===== src/fbsp_pkg.sv =====
// Purpose: shared constants and types for the flyback startup supervisor
// Assumes: 40 MHz system clock, 16-bit register port, word-aligned offsets
// Notes: register offsets are word indices; byte address is index * 4
package fbsp_pkg;
  // ****************************************************************
  // timing
  // ****************************************************************
  localparam int CLK_PERIOD_NS = 25;
  localparam int PRI_OCP_BLANK_NS = 250;
  localparam logic [15:0] PRI_OCP_BLANK_CYC =
    16'((PRI_OCP_BLANK_NS + CLK_PERIOD_NS - 1) / CLK_PERIOD_NS);
  localparam int BUS_CHECK_BLANK_NS = 1000;
  localparam logic [15:0] BUS_CHECK_BLANK_CYC =
    16'((BUS_CHECK_BLANK_NS + CLK_PERIOD_NS - 1) / CLK_PERIOD_NS);
  localparam int DERATE_TICK_US = 1000;
  localparam int DERATE_TICK_CYC = DERATE_TICK_US * 1000 / CLK_PERIOD_NS;
  localparam int TIMEOUT_UNIT_SHIFT = 10;
  // ****************************************************************
  // sense scaling
  // ****************************************************************
  localparam int CS_FULL_SCALE_MV = 2500;
  localparam int CS_SHORT_LIMIT_UV = 97600;
  localparam logic [11:0] CS_SHORT_LIMIT_CODE =
    12'(CS_SHORT_LIMIT_UV * 4 / CS_FULL_SCALE_MV * 1024 / 1000);
  localparam logic [15:0] CS_STEP = 16'h0010;
  localparam logic [11:0] NTC_VREF_CODE = 12'hfff;
  localparam logic [15:0] NTC_PULLUP_OHM = 16'h2710;
  localparam logic [12:0] ZCD_CLAMP_OFS = 13'h0040;
  localparam logic [15:0] ZCD_BUS_GAIN = 16'h0100;
  localparam logic [15:0] DERATE_STEP = 16'h0008;
  // ****************************************************************
  // register indices
  // ****************************************************************
  localparam logic [5:0] RI_CTRL = 6'h00;
  localparam logic [5:0] RI_SW_PERIOD = 6'h01;
  localparam logic [5:0] RI_STEP_DUR = 6'h02;
  localparam logic [5:0] RI_FINAL_LIMIT = 6'h03;
  localparam logic [5:0] RI_START_UV = 6'h04;
  localparam logic [5:0] RI_UV_THR = 6'h05;
  localparam logic [5:0] RI_OV_THR = 6'h06;
  localparam logic [5:0] RI_OC_THR = 6'h07;
  localparam logic [5:0] RI_OP_THR = 6'h08;
  localparam logic [5:0] RI_TIMEOUT = 6'h09;
  localparam logic [5:0] RI_UV_BLANK = 6'h0a;
  localparam logic [5:0] RI_OV_BLANK = 6'h0b;
  localparam logic [5:0] RI_OC_BLANK = 6'h0c;
  localparam logic [5:0] RI_OP_BLANK = 6'h0d;
  localparam logic [5:0] RI_NTC_HOT = 6'h0e;
  localparam logic [5:0] RI_NTC_CRIT = 6'h0f;
  localparam logic [5:0] RI_GATE_DRV = 6'h10;
  localparam logic [5:0] RI_BUS_TOL = 6'h11;
  localparam logic [5:0] RI_I_MAX = 6'h12;
  localparam logic [5:0] RI_I_MIN = 6'h13;
  localparam logic [5:0] RI_NCFG = 6'h14;
  localparam logic [5:0] RI_STATUS = 6'h14;
  localparam logic [5:0] RI_TARGET = 6'h15;
  localparam logic [5:0] RI_NTC_RES = 6'h16;
  localparam logic [5:0] RI_BUS_FB = 6'h17;
  localparam logic [15:0] CFG_RST = 16'h0000;
  localparam logic [15:0] SW_PERIOD_RST = 16'h0190;
  localparam logic [15:0] STEP_DUR_RST = 16'h0fa0;
  localparam logic [15:0] I_MAX_RST = 16'h8000;
  localparam int CTRL_EN_BIT = 0;
  localparam int CTRL_CLR_BIT = 1;
  // ****************************************************************
  // types
  // ****************************************************************
  typedef enum logic [2:0] {
    ST_IDLE = 3'b000, ST_SOFT = 3'b001, ST_CHARGE = 3'b011,
    ST_RUN = 3'b010, ST_FAULT = 3'b110
  } fbsp_state_e;
  typedef enum logic [1:0] {
    FIRST_VALLEY_MODE = 2'b00, DISCONTINUOUS_MODE = 2'b01,
    BURST_MODE = 2'b10, CONTINUOUS_CONDUCTION = 2'b11
  } fbsp_mode_e;
  typedef struct packed {
    logic ext_ot;
    logic bus_mismatch;
    logic continuous_conduction;
    logic cs_short;
    logic out_op;
    logic out_oc;
    logic out_ov;
    logic out_uv;
    logic pri_ocp;
  } fbsp_fault_s;
  typedef struct packed {
    logic [3:0] pulses;
    logic [3:0] freq_sel;
    logic [3:0] peak_sel;
  } fbsp_loop_start_s;
  typedef struct packed {
    logic [3:0] high_level;
    logic [3:0] slope;
  } fbsp_gate_drive_s;
endpackage


===== src/fbsp_top.sv =====
// Purpose: flyback soft start, hand-over and protection supervision
// Assumes: sense inputs are digitised samples synchronous to clk_sys_in
// Notes: any fault stops switching until software clears the flags

// ******************************************************************
// blanking timer
// ******************************************************************
module fbsp_blank_timer #(parameter int W = 16) (
  input wire logic clk_sys_in,
  input wire logic rst_n_in,
  input wire logic cond_in,
  input wire logic [W-1:0] limit_in,
  output logic trip_out
);
  logic [W-1:0] cnt_r, cnt_nxt;
  logic trip_nxt;
  always_comb begin
    // restart whenever the condition drops out
    cnt_nxt = '0;
    if (cond_in && cnt_r != '1) begin
      cnt_nxt = cnt_r + 1'b1;
    end else if (cond_in) begin
      cnt_nxt = cnt_r;
    end
    trip_nxt = cond_in && (cnt_r >= limit_in);
  end
  always_ff @(posedge clk_sys_in or negedge rst_n_in) begin
    if (!rst_n_in) begin
      cnt_r <= '0;
      trip_out <= 1'b0;
    end else begin
      cnt_r <= cnt_nxt;
      trip_out <= trip_nxt;
    end
  end
endmodule

// ******************************************************************
// top
// ******************************************************************
module fbsp_top import fbsp_pkg::*; #(
  parameter int DERATE_TICK = DERATE_TICK_CYC
) (
  input wire logic clk_sys_in,
  input wire logic rst_n_in,
  input wire logic [7:0] addr_in,
  input wire logic [15:0] wr_data_in,
  input wire logic wr_en_in,
  input wire logic rd_en_in,
  output logic [15:0] rd_data_out,
  input wire logic [11:0] cs_sample_in,
  input wire logic [11:0] zcd_clamp_in,
  input wire logic [15:0] bus_sense_in,
  input wire logic [15:0] vout_est_in,
  input wire logic [15:0] iout_calc_in,
  input wire logic [11:0] ntc_volt_in,
  input wire logic [1:0] mode_in,
  input wire logic loop_gate_in,
  output logic gate_out,
  output logic [15:0] cur_limit_out,
  output logic loop_enable_out,
  output fbsp_loop_start_s loop_start_out,
  output fbsp_gate_drive_s gate_drive_out,
  output logic [15:0] current_target_out,
  output logic fault_out
);
  // ****************************************************************
  // register file
  // ****************************************************************
  logic [15:0] cfg_r [20];
  logic [15:0] cfg_nxt [20];
  logic [5:0] idx;
  logic flt_clear;
  logic [15:0] rd_nxt;
  fbsp_state_e state_r, state_nxt;
  fbsp_fault_s flt_r, flt_nxt, flt_set;
  logic [15:0] target_r, target_nxt, r_ntc_r, r_ntc_nxt;
  logic [15:0] bus_fb_r, bus_fb_nxt;

  assign idx = addr_in[7:2];
  assign flt_clear = wr_en_in && idx == RI_CTRL && wr_data_in[CTRL_CLR_BIT];

  always_comb begin
    for (int i = 0; i < 20; i++) begin
      cfg_nxt[i] = cfg_r[i];
    end
    if (wr_en_in && idx < RI_NCFG) begin
      cfg_nxt[idx[4:0]] = wr_data_in;
    end
    rd_nxt = 16'h0000;
    if (rd_en_in) begin
      if (idx < RI_NCFG) begin
        rd_nxt = cfg_r[idx[4:0]];
      end else if (idx == RI_STATUS) begin
        rd_nxt = {4'h0, state_r, flt_r};
      end else if (idx == RI_TARGET) begin
        rd_nxt = target_r;
      end else if (idx == RI_NTC_RES) begin
        rd_nxt = r_ntc_r;
      end else if (idx == RI_BUS_FB) begin
        rd_nxt = bus_fb_r;
      end
    end
  end
  always_ff @(posedge clk_sys_in or negedge rst_n_in) begin
    if (!rst_n_in) begin
      for (int i = 0; i < 20; i++) begin
        cfg_r[i] <= CFG_RST;
      end
      cfg_r[RI_SW_PERIOD[4:0]] <= SW_PERIOD_RST;
      cfg_r[RI_STEP_DUR[4:0]] <= STEP_DUR_RST;
      cfg_r[RI_I_MAX[4:0]] <= I_MAX_RST;
      rd_data_out <= 16'h0000;
    end else begin
      for (int i = 0; i < 20; i++) begin
        cfg_r[i] <= cfg_nxt[i];
      end
      rd_data_out <= rd_nxt;
    end
  end

  // ****************************************************************
  // sensing and estimates
  // ****************************************************************
  logic gate_nxt, cs_low_r, cs_low_nxt, bus_valid_r, bus_valid_nxt;
  logic on_end;
  logic [28:0] bus_prod;
  logic [31:0] pout_prod;
  logic [15:0] pout;
  logic [27:0] ntc_num;
  logic [11:0] ntc_den;
  logic [27:0] ntc_quo;
  logic [15:0] bus_diff;

  assign on_end = gate_out && !gate_nxt;
  // widen before multiplying so the product keeps its upper bits
  assign bus_prod = 29'({1'b0, zcd_clamp_in} + ZCD_CLAMP_OFS) *
                    29'(ZCD_BUS_GAIN);
  assign pout_prod = vout_est_in * iout_calc_in;
  assign pout = pout_prod[31:16];
  assign ntc_num = 28'(ntc_volt_in) * 28'(NTC_PULLUP_OHM);
  assign ntc_den = NTC_VREF_CODE - ntc_volt_in;
  assign ntc_quo = (ntc_den == 12'h000) ? '1 : ntc_num / ntc_den;
  assign bus_diff = (bus_fb_r > bus_sense_in) ? bus_fb_r - bus_sense_in :
                    bus_sense_in - bus_fb_r;

  always_comb begin
    bus_fb_nxt = bus_fb_r;
    bus_valid_nxt = bus_valid_r;
    cs_low_nxt = cs_low_r;
    // clamp current and sense taken as the gate turns off
    if (on_end) begin
      bus_fb_nxt = bus_prod[23:8];
      bus_valid_nxt = 1'b1;
      cs_low_nxt = cs_sample_in < CS_SHORT_LIMIT_CODE;
    end
    if (state_r == ST_IDLE || state_r == ST_FAULT) begin
      bus_valid_nxt = 1'b0;
      cs_low_nxt = 1'b0;
    end
    // resistance = v * pull-up / (vref - v), saturating
    r_ntc_nxt = (ntc_quo > 28'h000ffff) ? 16'hffff : ntc_quo[15:0];
  end
  always_ff @(posedge clk_sys_in or negedge rst_n_in) begin
    if (!rst_n_in) begin
      bus_fb_r <= 16'h0000;
      bus_valid_r <= 1'b0;
      cs_low_r <= 1'b0;
      r_ntc_r <= 16'hffff;
    end else begin
      bus_fb_r <= bus_fb_nxt;
      bus_valid_r <= bus_valid_nxt;
      cs_low_r <= cs_low_nxt;
      r_ntc_r <= r_ntc_nxt;
    end
  end

  // ****************************************************************
  // protection monitors
  // ****************************************************************
  logic switching, in_run, in_burst;
  logic [6:0] mon_cond, mon_trip;
  logic [15:0] mon_limit [7];

  assign switching = state_r == ST_SOFT || state_r == ST_CHARGE ||
                     state_r == ST_RUN;
  assign in_run = state_r == ST_RUN;
  assign in_burst = in_run && mode_in == BURST_MODE;

  always_comb begin
    // pull-up drives an open pin to full scale
    mon_cond[0] = switching && (cs_sample_in >= cfg_r[RI_FINAL_LIMIT[4:0]]
                  [11:0] || cs_sample_in == 12'hfff);
    mon_cond[1] = in_run && !in_burst &&
                  vout_est_in < cfg_r[RI_UV_THR[4:0]];
    mon_cond[2] = switching && !in_burst &&
                  vout_est_in > cfg_r[RI_OV_THR[4:0]];
    mon_cond[3] = in_run && iout_calc_in > cfg_r[RI_OC_THR[4:0]];
    mon_cond[4] = in_run && pout > cfg_r[RI_OP_THR[4:0]];
    mon_cond[5] = switching && cs_low_r;
    mon_cond[6] = switching && bus_valid_r &&
                  bus_diff > cfg_r[RI_BUS_TOL[4:0]];
    mon_limit[0] = PRI_OCP_BLANK_CYC;
    mon_limit[1] = cfg_r[RI_UV_BLANK[4:0]];
    mon_limit[2] = cfg_r[RI_OV_BLANK[4:0]];
    mon_limit[3] = cfg_r[RI_OC_BLANK[4:0]];
    mon_limit[4] = cfg_r[RI_OP_BLANK[4:0]];
    mon_limit[5] = cfg_r[RI_STEP_DUR[4:0]];
    mon_limit[6] = BUS_CHECK_BLANK_CYC;
  end

  for (genvar g = 0; g < 7; g++) begin : g_mon
    fbsp_blank_timer #(.W(16)) u_tmr (
      .clk_sys_in(clk_sys_in),
      .rst_n_in(rst_n_in),
      .cond_in(mon_cond[g]),
      .limit_in(mon_limit[g]),
      .trip_out(mon_trip[g])
    );
  end

  // ****************************************************************
  // sequencer
  // ****************************************************************
  logic [15:0] sw_cnt_r, sw_cnt_nxt, step_cnt_r, step_cnt_nxt;
  logic [15:0] climit_r, climit_nxt;
  logic [25:0] to_cnt_r, to_cnt_nxt, to_limit;
  logic timeout_hit, start_ok;
  logic [16:0] tgt_up;
  logic [31:0] tick_cnt_r, tick_cnt_nxt;
  logic tick_r, tick_nxt;

  assign to_limit = {cfg_r[RI_TIMEOUT[4:0]], 10'h000};
  assign start_ok = vout_est_in >= cfg_r[RI_START_UV[4:0]];
  // timeout runs from first switching until hand-over
  assign timeout_hit = (state_r == ST_SOFT || state_r == ST_CHARGE) &&
                       to_cnt_r >= to_limit && !start_ok;
  assign tgt_up = {1'b0, target_r} + {1'b0, DERATE_STEP};

  always_comb begin
    flt_set = '0;
    flt_set.pri_ocp = mon_trip[0];
    flt_set.out_uv = mon_trip[1] || timeout_hit;
    flt_set.out_ov = mon_trip[2];
    flt_set.out_oc = mon_trip[3];
    flt_set.out_op = mon_trip[4];
    flt_set.cs_short = mon_trip[5];
    flt_set.continuous_conduction = in_run && mode_in == CONTINUOUS_CONDUCTION;
    flt_set.bus_mismatch = mon_trip[6];
    flt_set.ext_ot = in_run && target_r <= cfg_r[RI_I_MIN[4:0]] &&
                     r_ntc_r < cfg_r[RI_NTC_CRIT[4:0]];
    // a fault raised in the clearing cycle survives the clear
    flt_nxt = (flt_clear ? '0 : flt_r) | flt_set;
  end

  always_comb begin
    state_nxt = state_r;
    sw_cnt_nxt = sw_cnt_r;
    step_cnt_nxt = step_cnt_r;
    climit_nxt = climit_r;
    to_cnt_nxt = (to_cnt_r != '1) ? to_cnt_r + 1'b1 : to_cnt_r;
    gate_nxt = 1'b0;
    case (state_r)
      ST_IDLE: begin
        to_cnt_nxt = '0;
        sw_cnt_nxt = '0;
        step_cnt_nxt = '0;
        climit_nxt = CS_STEP;
        if (cfg_r[RI_CTRL[4:0]][CTRL_EN_BIT]) begin
          state_nxt = ST_SOFT;
        end
      end
      ST_SOFT, ST_CHARGE: begin
        // fixed period switching, cycle-by-cycle limit
        sw_cnt_nxt = (sw_cnt_r + 1'b1 >= cfg_r[RI_SW_PERIOD[4:0]]) ?
                     16'h0000 : sw_cnt_r + 1'b1;
        gate_nxt = (sw_cnt_nxt == 16'h0000) ||
                   (gate_out && {4'h0, cs_sample_in} < climit_r);
        if (state_r == ST_SOFT) begin
          step_cnt_nxt = step_cnt_r + 1'b1;
          if (step_cnt_r + 1'b1 >= cfg_r[RI_STEP_DUR[4:0]]) begin
            step_cnt_nxt = '0;
            if (climit_r + CS_STEP >= cfg_r[RI_FINAL_LIMIT[4:0]]) begin
              climit_nxt = cfg_r[RI_FINAL_LIMIT[4:0]];
              state_nxt = ST_CHARGE;
            end else begin
              climit_nxt = climit_r + CS_STEP;
            end
          end
        end else if (start_ok) begin
          state_nxt = ST_RUN;
        end
      end
      ST_RUN: begin
        gate_nxt = loop_gate_in;
      end
      ST_FAULT: begin
        if (flt_r == '0 && !flt_clear) begin
          state_nxt = ST_IDLE;
        end
      end
      default: begin
        state_nxt = ST_FAULT;
      end
    endcase
    if (!cfg_r[RI_CTRL[4:0]][CTRL_EN_BIT] && state_r != ST_FAULT) begin
      state_nxt = ST_IDLE;
      gate_nxt = 1'b0;
    end
    if (flt_set != '0) begin
      state_nxt = ST_FAULT;
      gate_nxt = 1'b0;
    end
  end

  always_comb begin
    // walk the target toward min when hot, toward max when cool
    target_nxt = target_r;
    if (target_r > cfg_r[RI_I_MAX[4:0]]) begin
      target_nxt = cfg_r[RI_I_MAX[4:0]];
    end else if (tick_r) begin
      if (r_ntc_r < cfg_r[RI_NTC_HOT[4:0]]) begin
        target_nxt = (target_r >= cfg_r[RI_I_MIN[4:0]] + DERATE_STEP) ?
                     target_r - DERATE_STEP : cfg_r[RI_I_MIN[4:0]];
      end else begin
        target_nxt = (tgt_up < {1'b0, cfg_r[RI_I_MAX[4:0]]}) ?
                     tgt_up[15:0] : cfg_r[RI_I_MAX[4:0]];
      end
    end
  end

  always_comb begin
    tick_nxt = tick_cnt_r >= 32'(DERATE_TICK - 1);
    tick_cnt_nxt = tick_nxt ? 32'h0000_0000 : tick_cnt_r + 1'b1;
  end

  always_ff @(posedge clk_sys_in or negedge rst_n_in) begin
    if (!rst_n_in) begin
      state_r <= ST_IDLE;
      flt_r <= '0;
      sw_cnt_r <= 16'h0000;
      step_cnt_r <= 16'h0000;
      climit_r <= CS_STEP;
      to_cnt_r <= '0;
      target_r <= I_MAX_RST;
      tick_cnt_r <= 32'h0000_0000;
      tick_r <= 1'b0;
      gate_out <= 1'b0;
      cur_limit_out <= 16'h0000;
      loop_enable_out <= 1'b0;
      loop_start_out <= '0;
      gate_drive_out <= '0;
      current_target_out <= I_MAX_RST;
      fault_out <= 1'b0;
    end else begin
      state_r <= state_nxt;
      flt_r <= flt_nxt;
      sw_cnt_r <= sw_cnt_nxt;
      step_cnt_r <= step_cnt_nxt;
      climit_r <= climit_nxt;
      to_cnt_r <= to_cnt_nxt;
      target_r <= target_nxt;
      tick_cnt_r <= tick_cnt_nxt;
      tick_r <= tick_nxt;
      gate_out <= gate_nxt;
      cur_limit_out <= climit_nxt;
      loop_enable_out <= state_nxt == ST_RUN;
      loop_start_out <= '0;
      gate_drive_out <=
        fbsp_gate_drive_s'(cfg_r[RI_GATE_DRV[4:0]][7:0]);
      current_target_out <= target_nxt;
      fault_out <= flt_nxt != '0;
    end
  end
endmodule


===== config.mk =====
export PLATFORM = sky130hd
export DESIGN_NAME = fbsp_top
export DESIGN_NICKNAME = d
export VERILOG_FILES = /design/src/fbsp_pkg.sv /design/src/fbsp_top.sv
export SDC_FILE = /design/constraint.sdc
export NUM_CORES = 2
export LEC_CHECK = 0
export BUFFER_PORTS_ARGS = -buffer_cell sky130_fd_sc_hd__buf_2
export CORE_ASPECT_RATIO = 1.5
export CORE_MARGIN = 2
export CORE_UTILIZATION = 40
export CTS_BUF_LIST = sky130_fd_sc_hd__clkbuf_4
export CTS_CLUSTER_DIAMETER = 200
export DETAILED_ROUTE_END_ITERATION = 8
export HOLD_SLACK_MARGIN = 0.08
export SYNTH_ARGS = -nofsm -noshare
export SYNTH_HDL_FRONTEND = slang
export SYNTH_SLANG_ARGS = --single-unit

===== constraint.sdc =====
create_clock -name clk_sys_in -period 10.27 [get_ports clk_sys_in]
set_clock_uncertainty 0.05 [all_clocks]
set_input_delay 1.027 -clock clk_sys_in [delete_from_list [all_inputs] [get_ports clk_sys_in]]
set_output_delay 1.027 -clock clk_sys_in [all_outputs]
set_load 0.1 [all_outputs]

== Yosys cells after proc, flatten, opt, wreduce, memory -nomap -nowiden ==
Index checks and enable logic that the tools add are counted.
Storage, ports and cells
  register bits: 651
  bits of input ports: 115
  word-level logic and storage cells: 272
Cells by class
  muxes and demuxes: 63
  equality and inequality tests: 29
  add/subtract/negate cells: 19
  $lt $le $gt $ge: 32
  reductions and logical operators: 62
  multipliers: 2
  divide/modulo/power cells: 1
  bitwise operators: 2
Operators with widths (number)
  $mux 16: 36
  $bwmux 320: 1
  $ge 16x16->1: 10
  $add 16x1->16 const B: 9
  $ne 16x16->1 const B: 7
  $gt 16x16->1: 6
  $pmux 16 s2: 3
  $bmux 16 s5: 1
  $demux 16 s5: 1
  $mux 26: 2
  $lt 16x16->1: 3
  $logic_and 1x1->1: 38
  $add 32x1->32 const B: 1
  $ge 32x16->1 const B: 1
  $mul 16x16->32: 1
  $mux 32: 1
  $sub 16x16->16: 2
  $div 26x12->28: 1
  $gt 28x16->1 const B: 1
  $mux 28: 1
  $add 26x1->26 const B: 1
  $ge 26x26->1: 1
  $ne 26x26->1 const B: 1
  $eq 6x5->1 const B: 4
  42 further kinds: 77

== Longest topological paths before layout ==
  depth in word-level cells: 12
  gate-level depth with buffers: 473

== Hierarchy ==
A second synthesis with hierarchy kept.
Second synthesis, totals
  cell total of the unflattened synthesis: 7697
  area total of the unflattened synthesis: 68338.0 um2
By module, submodules not included
  fbsp_top: area each 58914.0 um2, cells each 6626, times used 1, seq. area each 12897.4 um2
  fbsp_blank_timer: area each 1346.3 um2, cells each 153, times used 7, seq. area each 425.4 um2

== Worst setup path after synthesis ==
No wires, ideal clock.
  kind: input to register
  start point: input port ntc_volt_in[4]
  end point: register r_ntc_r[0]
  path slack: -72.789 ns
  data arrival time: 82.919 ns
  stages on the path: 462
  data required time: 10.130 ns
  cells stage by stage: inv_1 fa_1 inv_1 ha_1 inv_1 fa_1 inv_1 ha_1 inv_1 fa_1 inv_1 ha_1 clkbuf_1 nand2_1 or4b_1 and4_1 or4_4 nor4_4 [426 not listed] o21ai_0 a21oi_1 o21ai_0 a21o_1 nand2_1 nand2b_1 nor4_4 buf_6 mux2i_1 o21ai_1 ha_1 a21o_1 a21oi_1 o31ai_1 nor2_1 o211ai_1 a21oi_1 o211ai_1
Between the ends
  word-level cells in the longest chain between the ends: 5
  elaborated cells between the ends (all ways): 7
RTL lines
  start: declaration: RTL line fbsp_top.sv:56  | input wire logic [11:0] ntc_volt_in,
  $mul 12x10->22 / $sub 12x12->12 (equally long branches): RTL line fbsp_top.sv:141, fbsp_top.sv:142
  $div 26x12->28 / $logic_not 12->1 (equally long branches): RTL line fbsp_top.sv:143  | assign ntc_quo = (ntc_den == 12'h000) ? '1 : ntc_num / ntc_den;
  $mux 28 (*): RTL line fbsp_top.sv:143
  $gt 28x16->1: RTL line fbsp_top.sv:162  | r_ntc_nxt = (ntc_quo > 28'h000ffff) ? 16'hffff : ntc_quo[15:0];
  $mux 16 (*): RTL line fbsp_top.sv:162
  net r_ntc_nxt[0]: RTL line fbsp_top.sv:77  | logic [15:0] target_r, target_nxt, r_ntc_r, r_ntc_nxt;
  end signal: assignment: RTL line fbsp_top.sv:174  | r_ntc_r <= r_ntc_nxt;
  end: declaration: RTL line fbsp_top.sv:77
Mark *: on every way through the listed nets, which the timed path passes. The rest lies on a longest branch.
A chain may end at the register's enable or synchronous reset.

== Worst setup path after layout ==
  start point: input port ntc_volt_in[5]
  end point: register r_ntc_r[0]
Same word-level chain as after synthesis.

==> results.md <==
* Largest fanout on the critical path at 9
* WHS Path Cells at 2
* Critical path's slowest cell: fa_1
* Row cnt at 183
* DPL Wire Length at 186.1 mm
* HP Class: input pin to register
* Reg clk slew, reported paths at 0.07 ns
* Die span in y at 502.9 um
* Ys Warns at 0
* Crit path largest cell delay at 0.54 ns
* Arrival time at the worst endpoint at 71.51 ns
* Clk sinks at 633
* Mux share of post-synthesis cell area at 10.32%
* First-pass DRT Iterations at 5
* Core area at 165300 sq um
* Compound-Gate Fraction of Synth Area at 14.59%
* Initial antenna violation count at 11
* Tmin final at 70.70 ns
* Clk root buf: clkbuf_4
* Reg2reg end: g_mon[6].u_tmr.trip_out$_DFF_PN0_
* Largest net degree at the start of global routing at 162
* Cell Area, Synth at 66380 sq um
* Io pins at 186
* Failing checks: negative setup slack
* RR Startpoint: bus_fb_r[0]$_DFFE_PN0P_
* Simple-gate portion of the synthesized area at 18.51%
* R2R setup slack at 3.69 ns
* Final setup margin at -60.43 ns
* Slew Limit Fails at 0
* Cell repeated most along the worst path: o21a_1
* Initial cell density of the core at 40.15%
* Adder-Cell Fraction of Synth Area at 22.32%
* Run status: finished, violations left
* Final #Nets at 10600
* Synthesis-to-layout area growth at 31.07%
* Mean routed wirelength per cell at 20.41 um
* Worst-skew pair later-pin latency at 1.01 ns
* Final setup viols at 16
* Library cells used by synthesis at 125
* DR vias/cell at 5.473
* Ys flop type: dfrtp_1
* Inserted Clock Buffers at 152
* Worst-Margin Slew at 1.049 ns
* Largest family of logic cells by synthesized area: adder cells
* EDFF count, synth at 0
* Routed Antenna Nets at 0
* CTS Buffer Depth at 3
* Synth Area per Inst at 8.833 sq um
* Data required, critical path at 11.08 ns
* Overflow after GRT at 0
* Core Util, Final at 52.63%
* Sequential share of the synthesized area at 23.91%
* Drt initial violations at 3636
* CTS tree: yes
* Global-route wire length before repair at 368.6 mm
* Slew headroom at 28.29%
* Via count at 64488
* Unrepaired setup endpoints after global routing: yes
* Fraction of layout cells with a size suffix above 1 at 32.86%
* Drc violations at 0
* Fillers at 15430
* Fmax achieved at 14.14 MHz
* Max cap viols at 0
* Setup crit start kind: input pin
* Final hold violation count at 0
* PortBufs at 171
* Worst Setup Path Type: input pin to register
* Gr usage total at 27.97%
* R2r worst-path depth at 36
* Endpoint class of the critical path: register
* Number of global-route vias before repair at 67595
* H-tree depth at 4
* Flops & latches, synth at 633
* Die Area at 169300 sq um
* WHS Endpoint: bus_fb_r[6]$_DFFE_PN0P_
* Worst Hold Launch: zcd_clamp_in[6]
* Final GP Congestion at 0.9643
* Xor and xnor area share after synthesis at 4.416%
* Post-Route WL at 240.5 mm
* Die width at 336.6 um
* Post-Syn Instances at 7515
* Async S/R FF share, synth at 100.0%
* Final period util at 688.4%
sequential cells by signal, summed over array words and instances (netlist names), 26 cells and up:
signal,count
tick_cnt_r,32
cfg_r,320
g_mon.u_tmr.cnt_r,112
to_cnt_r,26
cells in the final DEF (no fill, tap or decap), drive strengths merged, types with 55 or more instances in the layout:
cell	count
buf	2014
ha	833
inv	735
nand2	731
dfrtp	605
nor2	511
o21ai	404
a21oi	362
mux2	350
nor3	246
clkbuf	226
fa	219
xnor2	190
o21a	174
nand3	155
nor2b	148
nand2b	144
xor2	143
and2	121
nand4	114
a21o	111
mux4	106
o31ai	84
and3	80
o211ai	62
nor4	55
logic make-up (layout without fill, tap and decap cells):
logic type,after synthesis,in the layout
AOI/OAI and AO/OA,1491,1491
and+or+nand+nor,2484,2484
muxes,508,508
DFF,633,633
xor gates and xnor gates,333,333
adders and majority gates,1053,1053
other,1,35
buffers and inverters,1012,3027
what timing repair did:
item,in CTS,in global routing
cloned,0,0
pin swaps,177,80
endpoints found under the hold margin,86,0
setup endpoints to repair,16,23
hold buffers,1,0
buffers inserted,392,85
resized for setup,211,95
how the worst max path moves through the flow:
stage,to,slack [ns],start
global placement,r_ntc_r[0]$_DFF_PN1_,-61.09,ntc_volt_in[5]
CTS,r_ntc_r[0]$_DFF_PN1_,-59.06,ntc_volt_in[5]
floorplan,r_ntc_r[0]$_DFF_PN1_,-65.03,ntc_volt_in[5]
detailed placement,r_ntc_r[0]$_DFF_PN1_,-62.71,ntc_volt_in[5]
global route,r_ntc_r[0]$_DFF_PN1_,-64.78,ntc_volt_in[5]
finish,r_ntc_r[0]$_DFF_PN1_,-60.43,ntc_volt_in[5]
worst max-delay path, delay by kind of cell:
| kind | cells | cell delay (ns) |
|---|---|---|
| adders and majority gates | 31 | 8.94 |
| muxes | 6 | 1.56 |
| buffers and inverters | 99 | 10.22 |
| xor gates and xnor gates | 1 | 0.13 |
| and+or+nand+nor | 98 | 14.34 |
| AOI/OAI and AO/OA | 216 | 35.01 |
layer usage:
metal	global-route usage (%)	routed length [um]	vias up
met3	4.497	12540	857
met1	27.61	82620	31462
met4	21.30	21020	8
li1	-	-	30320
met5	0	48	-
met2	51.97	124300	1841
synthesized netlist by cell type, types with 141 or more instances:
| cell type | count | area (sq um) |
|---|---|---|
| nor2b_1 | 148 | 925.9 |
| nand2b_1 | 144 | 900.9 |
| dfrtp_1 | 605 | 15140 |
| ha_1 | 833 | 10420 |
| inv_1 | 729 | 2736 |
| mux2_2 | 349 | 3930 |
| o21a_1 | 174 | 1306 |
| clkbuf_1 | 218 | 818.3 |
| nor3_1 | 242 | 1211 |
| xnor2_1 | 190 | 1664 |
| nand3_1 | 153 | 765.7 |
| a21oi_1 | 358 | 1792 |
| nand2_1 | 730 | 2740 |
| o21ai_0 | 372 | 1862 |
| xor2_1 | 141 | 1235 |
| fa_1 | 219 | 4384 |
| nor2_1 | 509 | 1911 |
per-stage QoR:
step	instances	hold WS [ns]	area [sq um]	worst slack (ns)	setup TNS [ns]
2_1_floorplan	7543	0.3145	67610	-65.03	-700.02
3_3_place_gp	11026	0.3307	80050	-61.09	-663.31
3_5_place_dp	11026	0.3367	80050	-62.71	-681.23
4_1_cts	11696	0.09893	85980	-59.06	-633.43
5_1_grt	11781	0.1703	87000	-64.78	-696.88
6_report	11784	0.2173	87010	-60.43	-650.22
layout make-up:
| cell class | count | area (sq um) | area share, % |
|---|---|---|---|
| clock inverter | 53 | 354.1 | 0.4070 |
| antenna | 6 | 15.01 | 0.01726 |
| timing repair buffer | 2015 | 15150 | 17.41 |
| multi-input combinational | 5898 | 48380 | 55.60 |
| tap | 2220 | 2778 | 3.192 |
| inverter | 733 | 2759 | 3.171 |
| clock buffer | 226 | 1697 | 1.950 |
| sequential | 633 | 15880 | 18.25 |
Power is not shown: default switching activity piles up to over one toggle a cycle in this logic, so the estimate is an artifact.
